## src/ach_defs.vh

```
// Constants for the angle commutation, hysteresis and turns block
`ifndef ACH_DEFS_VH
`define ACH_DEFS_VH
`define ACH_ANG_W 14
`define ACH_HYS_W 6
`define ACH_PP_W 4
`define ACH_TURN_W 12
`define ACH_READBACK_W 12
`define ACH_REG_W 16
`define ACH_ADDR_W 8
`define ACH_ADDR_CTRL 8'h1e
`define ACH_ADDR_WARN 8'h26
`define ACH_ADDR_HANG 8'h22
`define ACH_ADDR_STAT 8'h24
`define ACH_CTRL_CMD_LSB 0
`define ACH_CTRL_CMD_W 4
`define ACH_CMD_TURN_RESET 4'h5
`define ACH_WARN_TURN_BIT 0
`define ACH_STAT_ROT_BIT 0
`define ACH_FULL_CYCLE 18'h30000
`define ACH_THIRD_CYCLE 18'h10000
`define ACH_TWO_THIRD 18'h20000
`define ACH_HALF_CYCLE 18'h18000
`define ACH_T45_MAX 12'h7ff
`define ACH_T45_MIN 12'h800
`define ACH_T180_MAX 12'h1ff
`define ACH_T180_MIN 12'he00
`define ACH_OCT_W 3
`define ACH_ZERO14 14'h0000
`define ACH_ZERO12 12'h000
`define ACH_ZERO16 16'h0000
`endif

```

## src/ach_hysteresis.v

```verilog
// Direction-aware hysteresis window applied to the sensor angle
`timescale 1ns/1ps
`default_nettype none
`include "ach_defs.vh"
module ach_hysteresis (
	input wire mclk, // Core clock
	input wire reset_n, // Async reset, active low
	input wire self_test_done, // Restart after logic self-test
	input wire [`ACH_ANG_W-1:0] sensor_angle, // Compensated sensor angle
	input wire [`ACH_HYS_W-1:0] angle_window_width, // Window width in 14-bit steps
	output reg [`ACH_ANG_W-1:0] filtered_angle, // Hysteresis output angle
	output reg reference_direction_flag // 0 increasing, 1 decreasing
);
	reg primed;
	wire [`ACH_ANG_W-1:0] delta;
	wire [`ACH_ANG_W-1:0] back;
	assign delta = sensor_angle - filtered_angle;
	assign back = filtered_angle - sensor_angle;

	// Head follows sensor in reference direction; opposite moves held inside window
	always @(posedge mclk or negedge reset_n) begin
		if (!reset_n) begin
			filtered_angle <= `ACH_ZERO14;
			reference_direction_flag <= 1'b0;
			primed <= 1'b0;
		end else if (self_test_done || !primed) begin
			// Window trails the initial angle, direction increasing
			filtered_angle <= sensor_angle;
			reference_direction_flag <= 1'b0;
			primed <= 1'b1;
		end else if (!reference_direction_flag) begin
			if (!delta[`ACH_ANG_W-1]) begin
				filtered_angle <= sensor_angle;
			end else if (back > {8'h00, angle_window_width}) begin
				filtered_angle <= sensor_angle;
				reference_direction_flag <= 1'b1;
			end
			// Otherwise held inside the window
		end else begin
			if (!back[`ACH_ANG_W-1]) begin
				filtered_angle <= sensor_angle;
			end else if (delta > {8'h00, angle_window_width}) begin
				filtered_angle <= sensor_angle;
				reference_direction_flag <= 1'b0;
			end
		end
	end
endmodule // ach_hysteresis
`default_nettype wire

```

## src/ach_turns.v

```verilog
// Saturating signed turns counter fed by the low-power track path
`timescale 1ns/1ps
`default_nettype none
`include "ach_defs.vh"
module ach_turns (
	input wire mclk, // Core clock
	input wire reset_n, // Async reset, active low
	input wire [`ACH_OCT_W-1:0] low_power_track_path, // Coarse octant of rotation
	input wire turn_step_select, // 1 = 45 degree steps, 0 = 180 degree
	input wire turn_reset, // One-cycle counter reset command
	output reg [`ACH_TURN_W-1:0] turn_count, // Signed turns count
	output reg turn_warning // Saturation warning, sticky
);
	reg [`ACH_OCT_W-1:0] last_oct;
	reg [`ACH_OCT_W-1:0] base_oct;
	wire [`ACH_OCT_W-1:0] step;
	wire [`ACH_OCT_W-1:0] rel_old;
	wire [`ACH_OCT_W-1:0] rel_new;
	wire up;
	wire down;
	wire hit_max;
	wire hit_min;
	assign step = low_power_track_path - last_oct;
	assign rel_old = last_oct - base_oct;
	assign rel_new = low_power_track_path - base_oct;
	// Half-turn crossings happen between relative octants 3/4 and 7/0
	assign up = (step == 3'h1) && (turn_step_select || rel_new == 3'h4 || rel_new == 3'h0);
	assign down = (step == 3'h7) && (turn_step_select || rel_old == 3'h4 || rel_old == 3'h0);
	assign hit_max = turn_step_select ? (turn_count == `ACH_T45_MAX) :
		(turn_count == `ACH_T180_MAX);
	assign hit_min = turn_step_select ? (turn_count == `ACH_T45_MIN) :
		(turn_count == `ACH_T180_MIN);

	// Counting, clamping and the sticky warning
	always @(posedge mclk or negedge reset_n) begin
		if (!reset_n) begin
			turn_count <= `ACH_ZERO12;
			turn_warning <= 1'b0;
			last_oct <= 3'h0;
			base_oct <= 3'h0;
		end else begin
			last_oct <= low_power_track_path;
			if (turn_reset) begin
				turn_count <= `ACH_ZERO12;
				base_oct <= low_power_track_path;
				turn_warning <= 1'b0;
			end else if (up) begin
				if (hit_max) turn_warning <= 1'b1;
				else turn_count <= turn_count + 12'h001;
			end else if (down) begin
				if (hit_min) turn_warning <= 1'b1;
				else turn_count <= turn_count - 12'h001;
			end
		end
	end
endmodule // ach_turns
`default_nettype wire

```

## src/ach_top.v

```verilog
// Commutation outputs, hysteresis routing, turns counter and serial registers
`timescale 1ns/1ps
`default_nettype none
`include "ach_defs.vh"
module ach_top (
	input wire mclk, // Core clock, 20 MHz
	input wire reset_n, // Async reset, active low
	input wire self_test_done, // Pulse after logic self-test
	input wire [`ACH_ANG_W-1:0] sensor_angle, // Compensated 14-bit angle
	input wire [`ACH_OCT_W-1:0] low_power_track_path, // Secondary path octant
	input wire [`ACH_PP_W-1:0] resolution_pairs, // Config word bits 3:0
	input wire filtered_angle_route_enable, // Config word bit 12
	input wire [`ACH_HYS_W-1:0] angle_window_width, // Window width field
	input wire turn_step_select, // 1 = 45 degree turns steps
	input wire reg_wr, // Serial register write strobe
	input wire reg_rd, // Serial register read strobe
	input wire [`ACH_ADDR_W-1:0] reg_addr, // Serial register address
	input wire [`ACH_REG_W-1:0] reg_wdata, // Serial register write data
	output reg [`ACH_REG_W-1:0] reg_rdata, // Registered read data
	output reg phase_u, // Commutation U
	output reg phase_v, // Commutation V
	output reg phase_w, // Commutation W
	output wire [`ACH_ANG_W-1:0] quad_angle, // Angle feeding quadrature logic
	output wire reference_direction_flag, // Hysteresis direction
	output wire [`ACH_TURN_W-1:0] turn_count, // Signed turns count
	output wire turn_warning // Turns saturation warning
);
	reg [`ACH_REG_W-1:0] device_command_control;
	reg turn_reset;
	wire [`ACH_ANG_W-1:0] filtered_angle;
	wire [`ACH_ANG_W-1:0] drive_angle;
	wire [17:0] elec;

	// Electrical position: angle times pole pairs, modulo full electrical cycle
	function [17:0] elec_pos;
		input [`ACH_ANG_W-1:0] ang;
		input [`ACH_PP_W-1:0] pp;
		reg [17:0] prod;
		begin
			prod = ang * ({14'h0000, pp} + 18'h00001);
			// Scale so one electrical cycle spans ACH_FULL_CYCLE (3 * 2^16)
			elec_pos = prod[`ACH_ANG_W-1:0] * 18'h3 * 18'h4;
		end
	endfunction

	// Phase level over a half-cycle window starting at an offset
	function phase_level;
		input [17:0] pos;
		input [17:0] offs;
		reg [17:0] rel;
		begin
			rel = (pos >= offs) ? pos - offs : pos + `ACH_FULL_CYCLE - offs;
			phase_level = (rel < `ACH_HALF_CYCLE);
		end
	endfunction

	ach_hysteresis u_hys (
		.mclk(mclk),
		.reset_n(reset_n),
		.self_test_done(self_test_done),
		.sensor_angle(sensor_angle),
		.angle_window_width(angle_window_width),
		.filtered_angle(filtered_angle),
		.reference_direction_flag(reference_direction_flag)
	);

	ach_turns u_turns (
		.mclk(mclk),
		.reset_n(reset_n),
		.low_power_track_path(low_power_track_path),
		.turn_step_select(turn_step_select),
		.turn_reset(turn_reset),
		.turn_count(turn_count),
		.turn_warning(turn_warning)
	);

	// Choose the angle that drives the commutation and quadrature outputs
	assign drive_angle = filtered_angle_route_enable ? filtered_angle : sensor_angle;
	assign quad_angle = drive_angle;
	assign elec = elec_pos(drive_angle, resolution_pairs);

	// Phases are registered: each flips on the clock after the electrical position crosses its edge
	always @(posedge mclk or negedge reset_n) begin
		if (!reset_n) begin
			phase_u <= 1'b0;
			phase_v <= 1'b0;
			phase_w <= 1'b0;
		end else begin
			phase_u <= phase_level(elec, 18'h00000);
			phase_v <= phase_level(elec, `ACH_THIRD_CYCLE);
			phase_w <= phase_level(elec, `ACH_TWO_THIRD);
		end
	end

	// Control register; the reset command is a one-cycle pulse into the counter
	always @(posedge mclk or negedge reset_n) begin
		if (!reset_n) begin
			device_command_control <= `ACH_ZERO16;
			turn_reset <= 1'b0;
		end else begin
			turn_reset <= 1'b0;
			if (reg_wr && reg_addr == `ACH_ADDR_CTRL) begin
				device_command_control <= reg_wdata;
				if (reg_wdata[`ACH_CTRL_CMD_LSB +: `ACH_CTRL_CMD_W] == `ACH_CMD_TURN_RESET)
					turn_reset <= 1'b1;
			end
		end
	end

	// Read mux; unmapped addresses read zero
	always @(posedge mclk or negedge reset_n) begin
		if (!reset_n) begin
			reg_rdata <= `ACH_ZERO16;
		end else if (reg_rd) begin
			if (reg_addr == `ACH_ADDR_CTRL) begin
				reg_rdata <= device_command_control;
			end else if (reg_addr == `ACH_ADDR_WARN) begin
				reg_rdata <= {15'h0000, turn_warning};
			end else if (reg_addr == `ACH_ADDR_HANG) begin
				reg_rdata <= {4'h0, filtered_angle[`ACH_ANG_W-1:2]};
			end else if (reg_addr == `ACH_ADDR_STAT) begin
				reg_rdata <= {15'h0000, reference_direction_flag};
			end else begin
				reg_rdata <= `ACH_ZERO16;
			end
		end
	end
endmodule // ach_top
`default_nettype wire

```

## config.mk

```make
export PLATFORM = sky130hd
export DESIGN_NAME = ach_top
export DESIGN_NICKNAME = d
export VERILOG_FILES = /design/src/ach_hysteresis.v /design/src/ach_turns.v /design/src/ach_top.v
export VERILOG_INCLUDE_DIRS = /design/src /design/src/src
export SDC_FILE = /design/constraint.sdc
export NUM_CORES = 1
export LEC_CHECK = 0
export BUFFER_PORTS_ARGS = -buffer_cell sky130_fd_sc_hd__buf_4
export CAP_MARGIN = 15
export CORE_ASPECT_RATIO = 1.25
export CORE_MARGIN = 3
export CORE_UTILIZATION = 45
export CTS_CLUSTER_DIAMETER = 200
export DETAILED_ROUTE_END_ITERATION = 16
export GPL_TIMING_DRIVEN = 0
export PLACE_DENSITY = 0.7
export SYNTH_ARGS = -nofsm -noshare
export SYNTH_HDL_FRONTEND = slang
export SYNTH_SLANG_ARGS = --single-unit
```

## constraint.sdc

```tcl
create_clock -name mclk -period 11.86 [get_ports mclk]
set_input_delay 0.593 -clock mclk [delete_from_list [all_inputs] [get_ports mclk]]
set_output_delay 0.593 -clock mclk [all_outputs]
set_load 0.005 [all_outputs]
```

# Word-level counts from Yosys, hierarchy flattened
# Index checks and enable logic that the tools add are counted.
dict set report word_totals {
  in_bits 58
  output_inout_bits 47
  word_cells 104
  ff_bits 71
}
dict set report op_classes {
  addsub 13
  eq_ne 18
  n_mul 2
  mux 34
  reduce_logical 16
  order_cmp 8
}
# op n
set op_table {}
lappend op_table {{$mux 14} 7}
lappend op_table {{$mux 12} 7}
lappend op_table {{$lt 18x17->1 const B} 3}
lappend op_table {{$mux 18} 3}
lappend op_table {{$sub 18x17->18 const B} 2}
lappend op_table {{$sub 18x18->18 const B} 2}
lappend op_table {{$gt 14x6->1} 2}
lappend op_table {{$sub 14x14->14} 2}
lappend op_table {{$eq 12x12->1 const B} 2}
lappend op_table {{$eq 8x6->1 const B} 3}
lappend op_table {{$add 18x18->18 const B} 1}
lappend op_table {{$ge 18x1->1 const B} 1}
lappend op_table {{$ge 18x17->1 const B} 1}
lappend op_table {{$ge 18x18->1 const B} 1}
lappend op_table {{$mul 14x2->16 const B} 1}
lappend op_table {{$mux 1} 16}
lappend op_table {{$mux 16} 1}
lappend op_table {{$mul 14x5->14} 1}
lappend op_table {{$add 12x1->12 const B} 1}
lappend op_table {{$eq 12x11->1 const B} 1}
lappend op_table {{$eq 12x9->1 const B} 1}
lappend op_table {{$sub 12x1->12 const B} 1}
lappend op_table {{$eq 3x3->1 const B} 3}
lappend op_table {{$sub 3x3->3} 3}
lappend op_table {{15 further kinds} 25}

# Logic depth before layout (Yosys ltp)
dict set report logic_depth {
  ltp_word 8
  ltp_mapped 31
}

# Hierarchy
# Synthesis repeated with hierarchy kept, for this count alone.
dict set report hier_totals {
  hier_cells 858
  hier_area_um2 7712.4
}
# module area_per_inst_um2 cells_per_inst n_inst
set modules_own_cells {}
lappend modules_own_cells {ach_top 3773.6 406 1}
lappend modules_own_cells {ach_hysteresis 2536.2 306 1}
lappend modules_own_cells {ach_turns 1402.6 146 1}

# Least setup slack after synthesis
# No wires, ideal clock.
dict set report synth_path {
  path_type {input to register}
  start {input port filtered_angle_route_enable}
  end {register phase_u}
  arrival_time_ps 6839
  path_stages 27
  slack_ps 4944
  path_buffers 2
  cell_sequence {clkbuf_1 > clkbuf_1 > mux2i_1 > inv_1 > nand2b_1 > fa_1 > fa_1 > fa_1 > inv_1 > ha_1 > nor2b_1 > o21ai_0 > a21boi_0 > o21ai_0 > a21boi_0 > o21ai_0 > a21oi_1 > or3_1 > ha_1 > a21oi_1 > a211oi_1 > a21oi_1 > xor2_1 > ha_1 > a21oi_1 > nand2_1 > a21oi_1}
}
dict set report synth_between {
  elab_chain_len 6
  elab_cells_between_ends 7
  cone_classes {add/sub: 1; mul: 2; order compare: 2; mux: 2}
}
# element line
set synth_lines {}
lappend synth_lines {{start: declaration} ach_top.v:12} ;# input wire filtered_angle_route_enable,
lappend synth_lines {{$mux 14 *} ach_top.v:78} ;# assign drive_angle = filtered_angle_route_enable ? filtered_angle : sensor_angle;
lappend synth_lines {{net quad_angle[1]} ach_top.v:23} ;# output wire [`ACH_ANG_W-1:0] quad_angle,
lappend synth_lines {{$mul 14x5->14 *} ach_top.v:40} ;# prod = ang * ({14'h0000, pp} + 18'h00001);
lappend synth_lines {{$mul 14x2->16 *} ach_top.v:42} ;# elec_pos = prod[`ACH_ANG_W-1:0] * 18'h3 * 18'h4;
lappend synth_lines {{$add 18x18->18 (no source line) or $ge 18x1->1 (tied branches)} --}
lappend synth_lines {{$mux 18 *} ach_top.v:52} ;# rel = (pos >= offs) ? pos - offs : pos + `ACH_FULL_CYCLE - offs;
lappend synth_lines {{$lt 18x17->1 (no source line) *} --}
lappend synth_lines {{end signal: assignment} ach_top.v:89} ;# phase_u <= phase_level(elec, 18'h00000);
lappend synth_lines {{end: declaration} ach_top.v:20} ;# output reg phase_u,
# Mark *: on every way through the listed nets, which the timed path passes. The rest lies on a longest branch.
# A chain may end at the register's enable or synchronous reset.

# Worst setup path after layout
dict set report layout_path {
  start {input port filtered_angle_route_enable}
  end {register phase_u}
}
dict set report layout_between {
  elab_chain_len 6
  elab_cells_between_ends 7
  cone_classes {add/sub: 1; mul: 2; order compare: 2; mux: 2}
}
# element line
set layout_lines {}
lappend layout_lines {{$mux 14 *} ach_top.v:78}
lappend layout_lines {{$mul 14x5->14 *} ach_top.v:40}
lappend layout_lines {{$mul 14x2->16 *} ach_top.v:42}
lappend layout_lines {{$add 18x18->18 (no source line) or $ge 18x1->1 (tied branches)} --}
lappend layout_lines {{$mux 18 *} ach_top.v:52}
lappend layout_lines {{$lt 18x17->1 (no source line) *} --}
# Mark *: on every way between the ends. The rest lies on a longest branch, timed or not.

==> reports/results.ini <==
[yosys]
synth.distinct_cells=69
synth_top_area_share_pct=23.4
ys.flop_type=dfrtp_1
synth_edf_count=0
synthesis.area_per_instance_um2=8.73
yosysWarnings=0
synth-seq-cells=70
synthesis.area_mm2=0.00750
yosysTopAreaCell=dfrtp_1
synth-async-reset-ratio_pct=100
yosysSeqAreaShare_pct=23.4
syn_inst=859
synthTopCellsByArea=dfrtp_1, ha_1, fa_1, inv_1, nor2_1
syn_nets=1031

[critical_path]
slowest_stage=clkbuf_1
r2r_start=u_hys.filtered_angle[1]
criticalPathCategory=primary input to flip-flop
r2r-end=phase_u
rrSetupSlack_ns=5.21
endpoint=phase_u
path_max_fanout=10
critPathMaxStageDelay_ns=0.61
worstPathArrival_ns=7.87
crit_start=filtered_angle_route_enable
cp-start-kind=primary input
path_common_cell=a21oi_1
critPathCaptureType=flip-flop
required_ns=12.11
reg2regPathDepth=25

[floorplanning]
pin_count=105
dieArea_mm2=0.0183
die_x_um=121
die-height_um=150
rows=52
core_area_mm2=0.0163
start_util_pct=46.1

[cells_and_area]
nFillCells=1540
n_antenna_cell=0
final_common_cell=inv_1
fin_cells=1195
final_core_util_pct=54.4
area_growth_pct=18.1
layout-drive-gt1-share_pct=18.0
final_cell_area_mm2=0.00885
mostFrequentLayoutCells=inv_1, buf_4, nor2_1
nets=1146

[clock_tree]
cts-resized-gates=0
cts_sinks=70
cts_tree=yes
cts_setup_buffers=0
clk_latency_ns=0.33
cts.clk_slew.worst_paths_ns=0.06
ctsLongestPathBuffers=2
h-tree-depth=3
numCtsBuffers=9
hold_buffers=0
root_buffer=clkbuf_16

[sta]
finalCritPeriodShare_pct=64.3
setup_violations=0
layout_min_cycle_time_ns=7.62
rsz0062_at_grt=false
finalSetupTns_ns=0
relSlewSlack_pct=39.9
report.final.hold_viol_count=0
tightest_slew_ns=0.901
fin_ws_ns=4.24
fin_worst_hold_slack_ns=0.380
drv_slew=0
clock.fmax_ghz=0.131
fin_worst_skew_ns=0.00707

[drt]
drt-pass1-iter-count=5
drt_iter0_markers=281
wl_per_cell_um=15.6
totalWireLength_mm=18.6
drc_errors=0
postRouteAntennaNets=0
num_vias=6493
via_per_inst=5.43

[status]
status=finished, final reports clean

[power]
p_leak_nw=4.37
power_mw=1.52
peakVddDrop_uv=140
p_per_area_mw_per_mm2=172

[grt]
grt_pass1_wl_mm=30.5
antenna_found_initial=0
grt_overflow_total=0
grt_pass1_vias=6334
grt.total_usage_pct=20.7
grt_max_degree=71

[place]
portBuffers=103
dp.cells=1179
dpl.hpwl_mm=15.0
gp_congestion=0.854
post-place-ws_ns=3.92
dpl-instance-area_mm2=0.00855

[worst_hold_path]
hold_class=primary input to asynchronous set/reset pin

[job]
cap_violations=0

synthesized netlist by cell type, types with 15 or more instances:
library cell  count
clkbuf_1         20
mux2i_1          25
or2_2            15
nand2_1          39
ha_1             81
o21ai_0          31
xnor2_1          31
inv_1           116
a21oi_1          52
nor2b_1          21
nor3_1           22
mux2_2           20
fa_1             33
nor2_1           83
nand3_1          15
xor2_1           16
dfrtp_1          70
report_power, final:
group | switching (mW) | leakage (nW) | internal, mW
clock network | 0.109 | 0.147 | 0.165
logic | 0.500 | 3.34 | 0.432
registers | 0.0374 | 0.884 | 0.278
flip-flops by register name, summed over array words and instances, names as in the netlist:
name,count
reg_rdata,16
u_turns.turn_warning,1
phase_w,1
u_hys.primed,1
phase_v,1
u_turns.turn_count,12
device_command_control,16
phase_u,1
turn_reset,1
u_hys.filtered_angle,14
u_turns.last_oct,3
u_hys.reference_direction_flag,1
u_turns.base_oct,2
kinds of logic after synthesis:
family / share of synthesized area [%]
multiplexers: 6.34
other: 0.0500
XOR/XNOR: 5.49
AND/OR/NAND/NOR: 16.6
buffers and inverters: 8.36
AO/OA/AOI/OAI: 17.5
flip-flops: 23.4
adder cells (fa/ha/maj): 22.3
critical path, delay by kind of cell:
kind	cells	cell delay, ns
compound gates	11	2.32
xor+xnor	1	0.20
fa+ha+maj	6	2.34
buf+inv	3	1.05
mux	1	0.56
simple gates	4	0.82
per-layer routing:
metal / up-vias / track usage (%) / part of all wire [%]
li1: 3185 / - / -
met1: 3148 / 27.1 / 45
met2: 138 / 35.6 / 50
met3: 22 / 3.27 / 3.7
met4: 0 / 5.33 / 2.1
met5: - / 0 / 0
area by class of cell:
class / count / area, µm² / area share (%)
multi-input combinational: 643 / 5120 / 57.8
sequential: 70 / 1750 / 19.8
timing repair buffer: 104 / 778 / 8.79
inverter: 116 / 435 / 4.92
tap: 216 / 270 / 3.05
clock buffer: 9 / 225 / 2.54
buffer: 30 / 191 / 2.16
clock inverter: 7 / 81.3 / 0.919
worst min-delay path by stage:
| stage | slack [ns] | endpoint | cells after the start |
|---|---|---|---|
| finish | 0.38 | phase_v | 1 |
| global route | 0.37 | u_turns.last_oct[2] | 1 |
| CTS | 0.37 | u_turns.last_oct[2] | 1 |
| detailed placement | 0.48 | reg_rdata[15] | 2 |
| global placement | 0.48 | reg_rdata[15] | 2 |
| floorplan | 0.30 | device_command_control[0] | 0 |
Note: power is estimated with default switching activity, not from simulation.
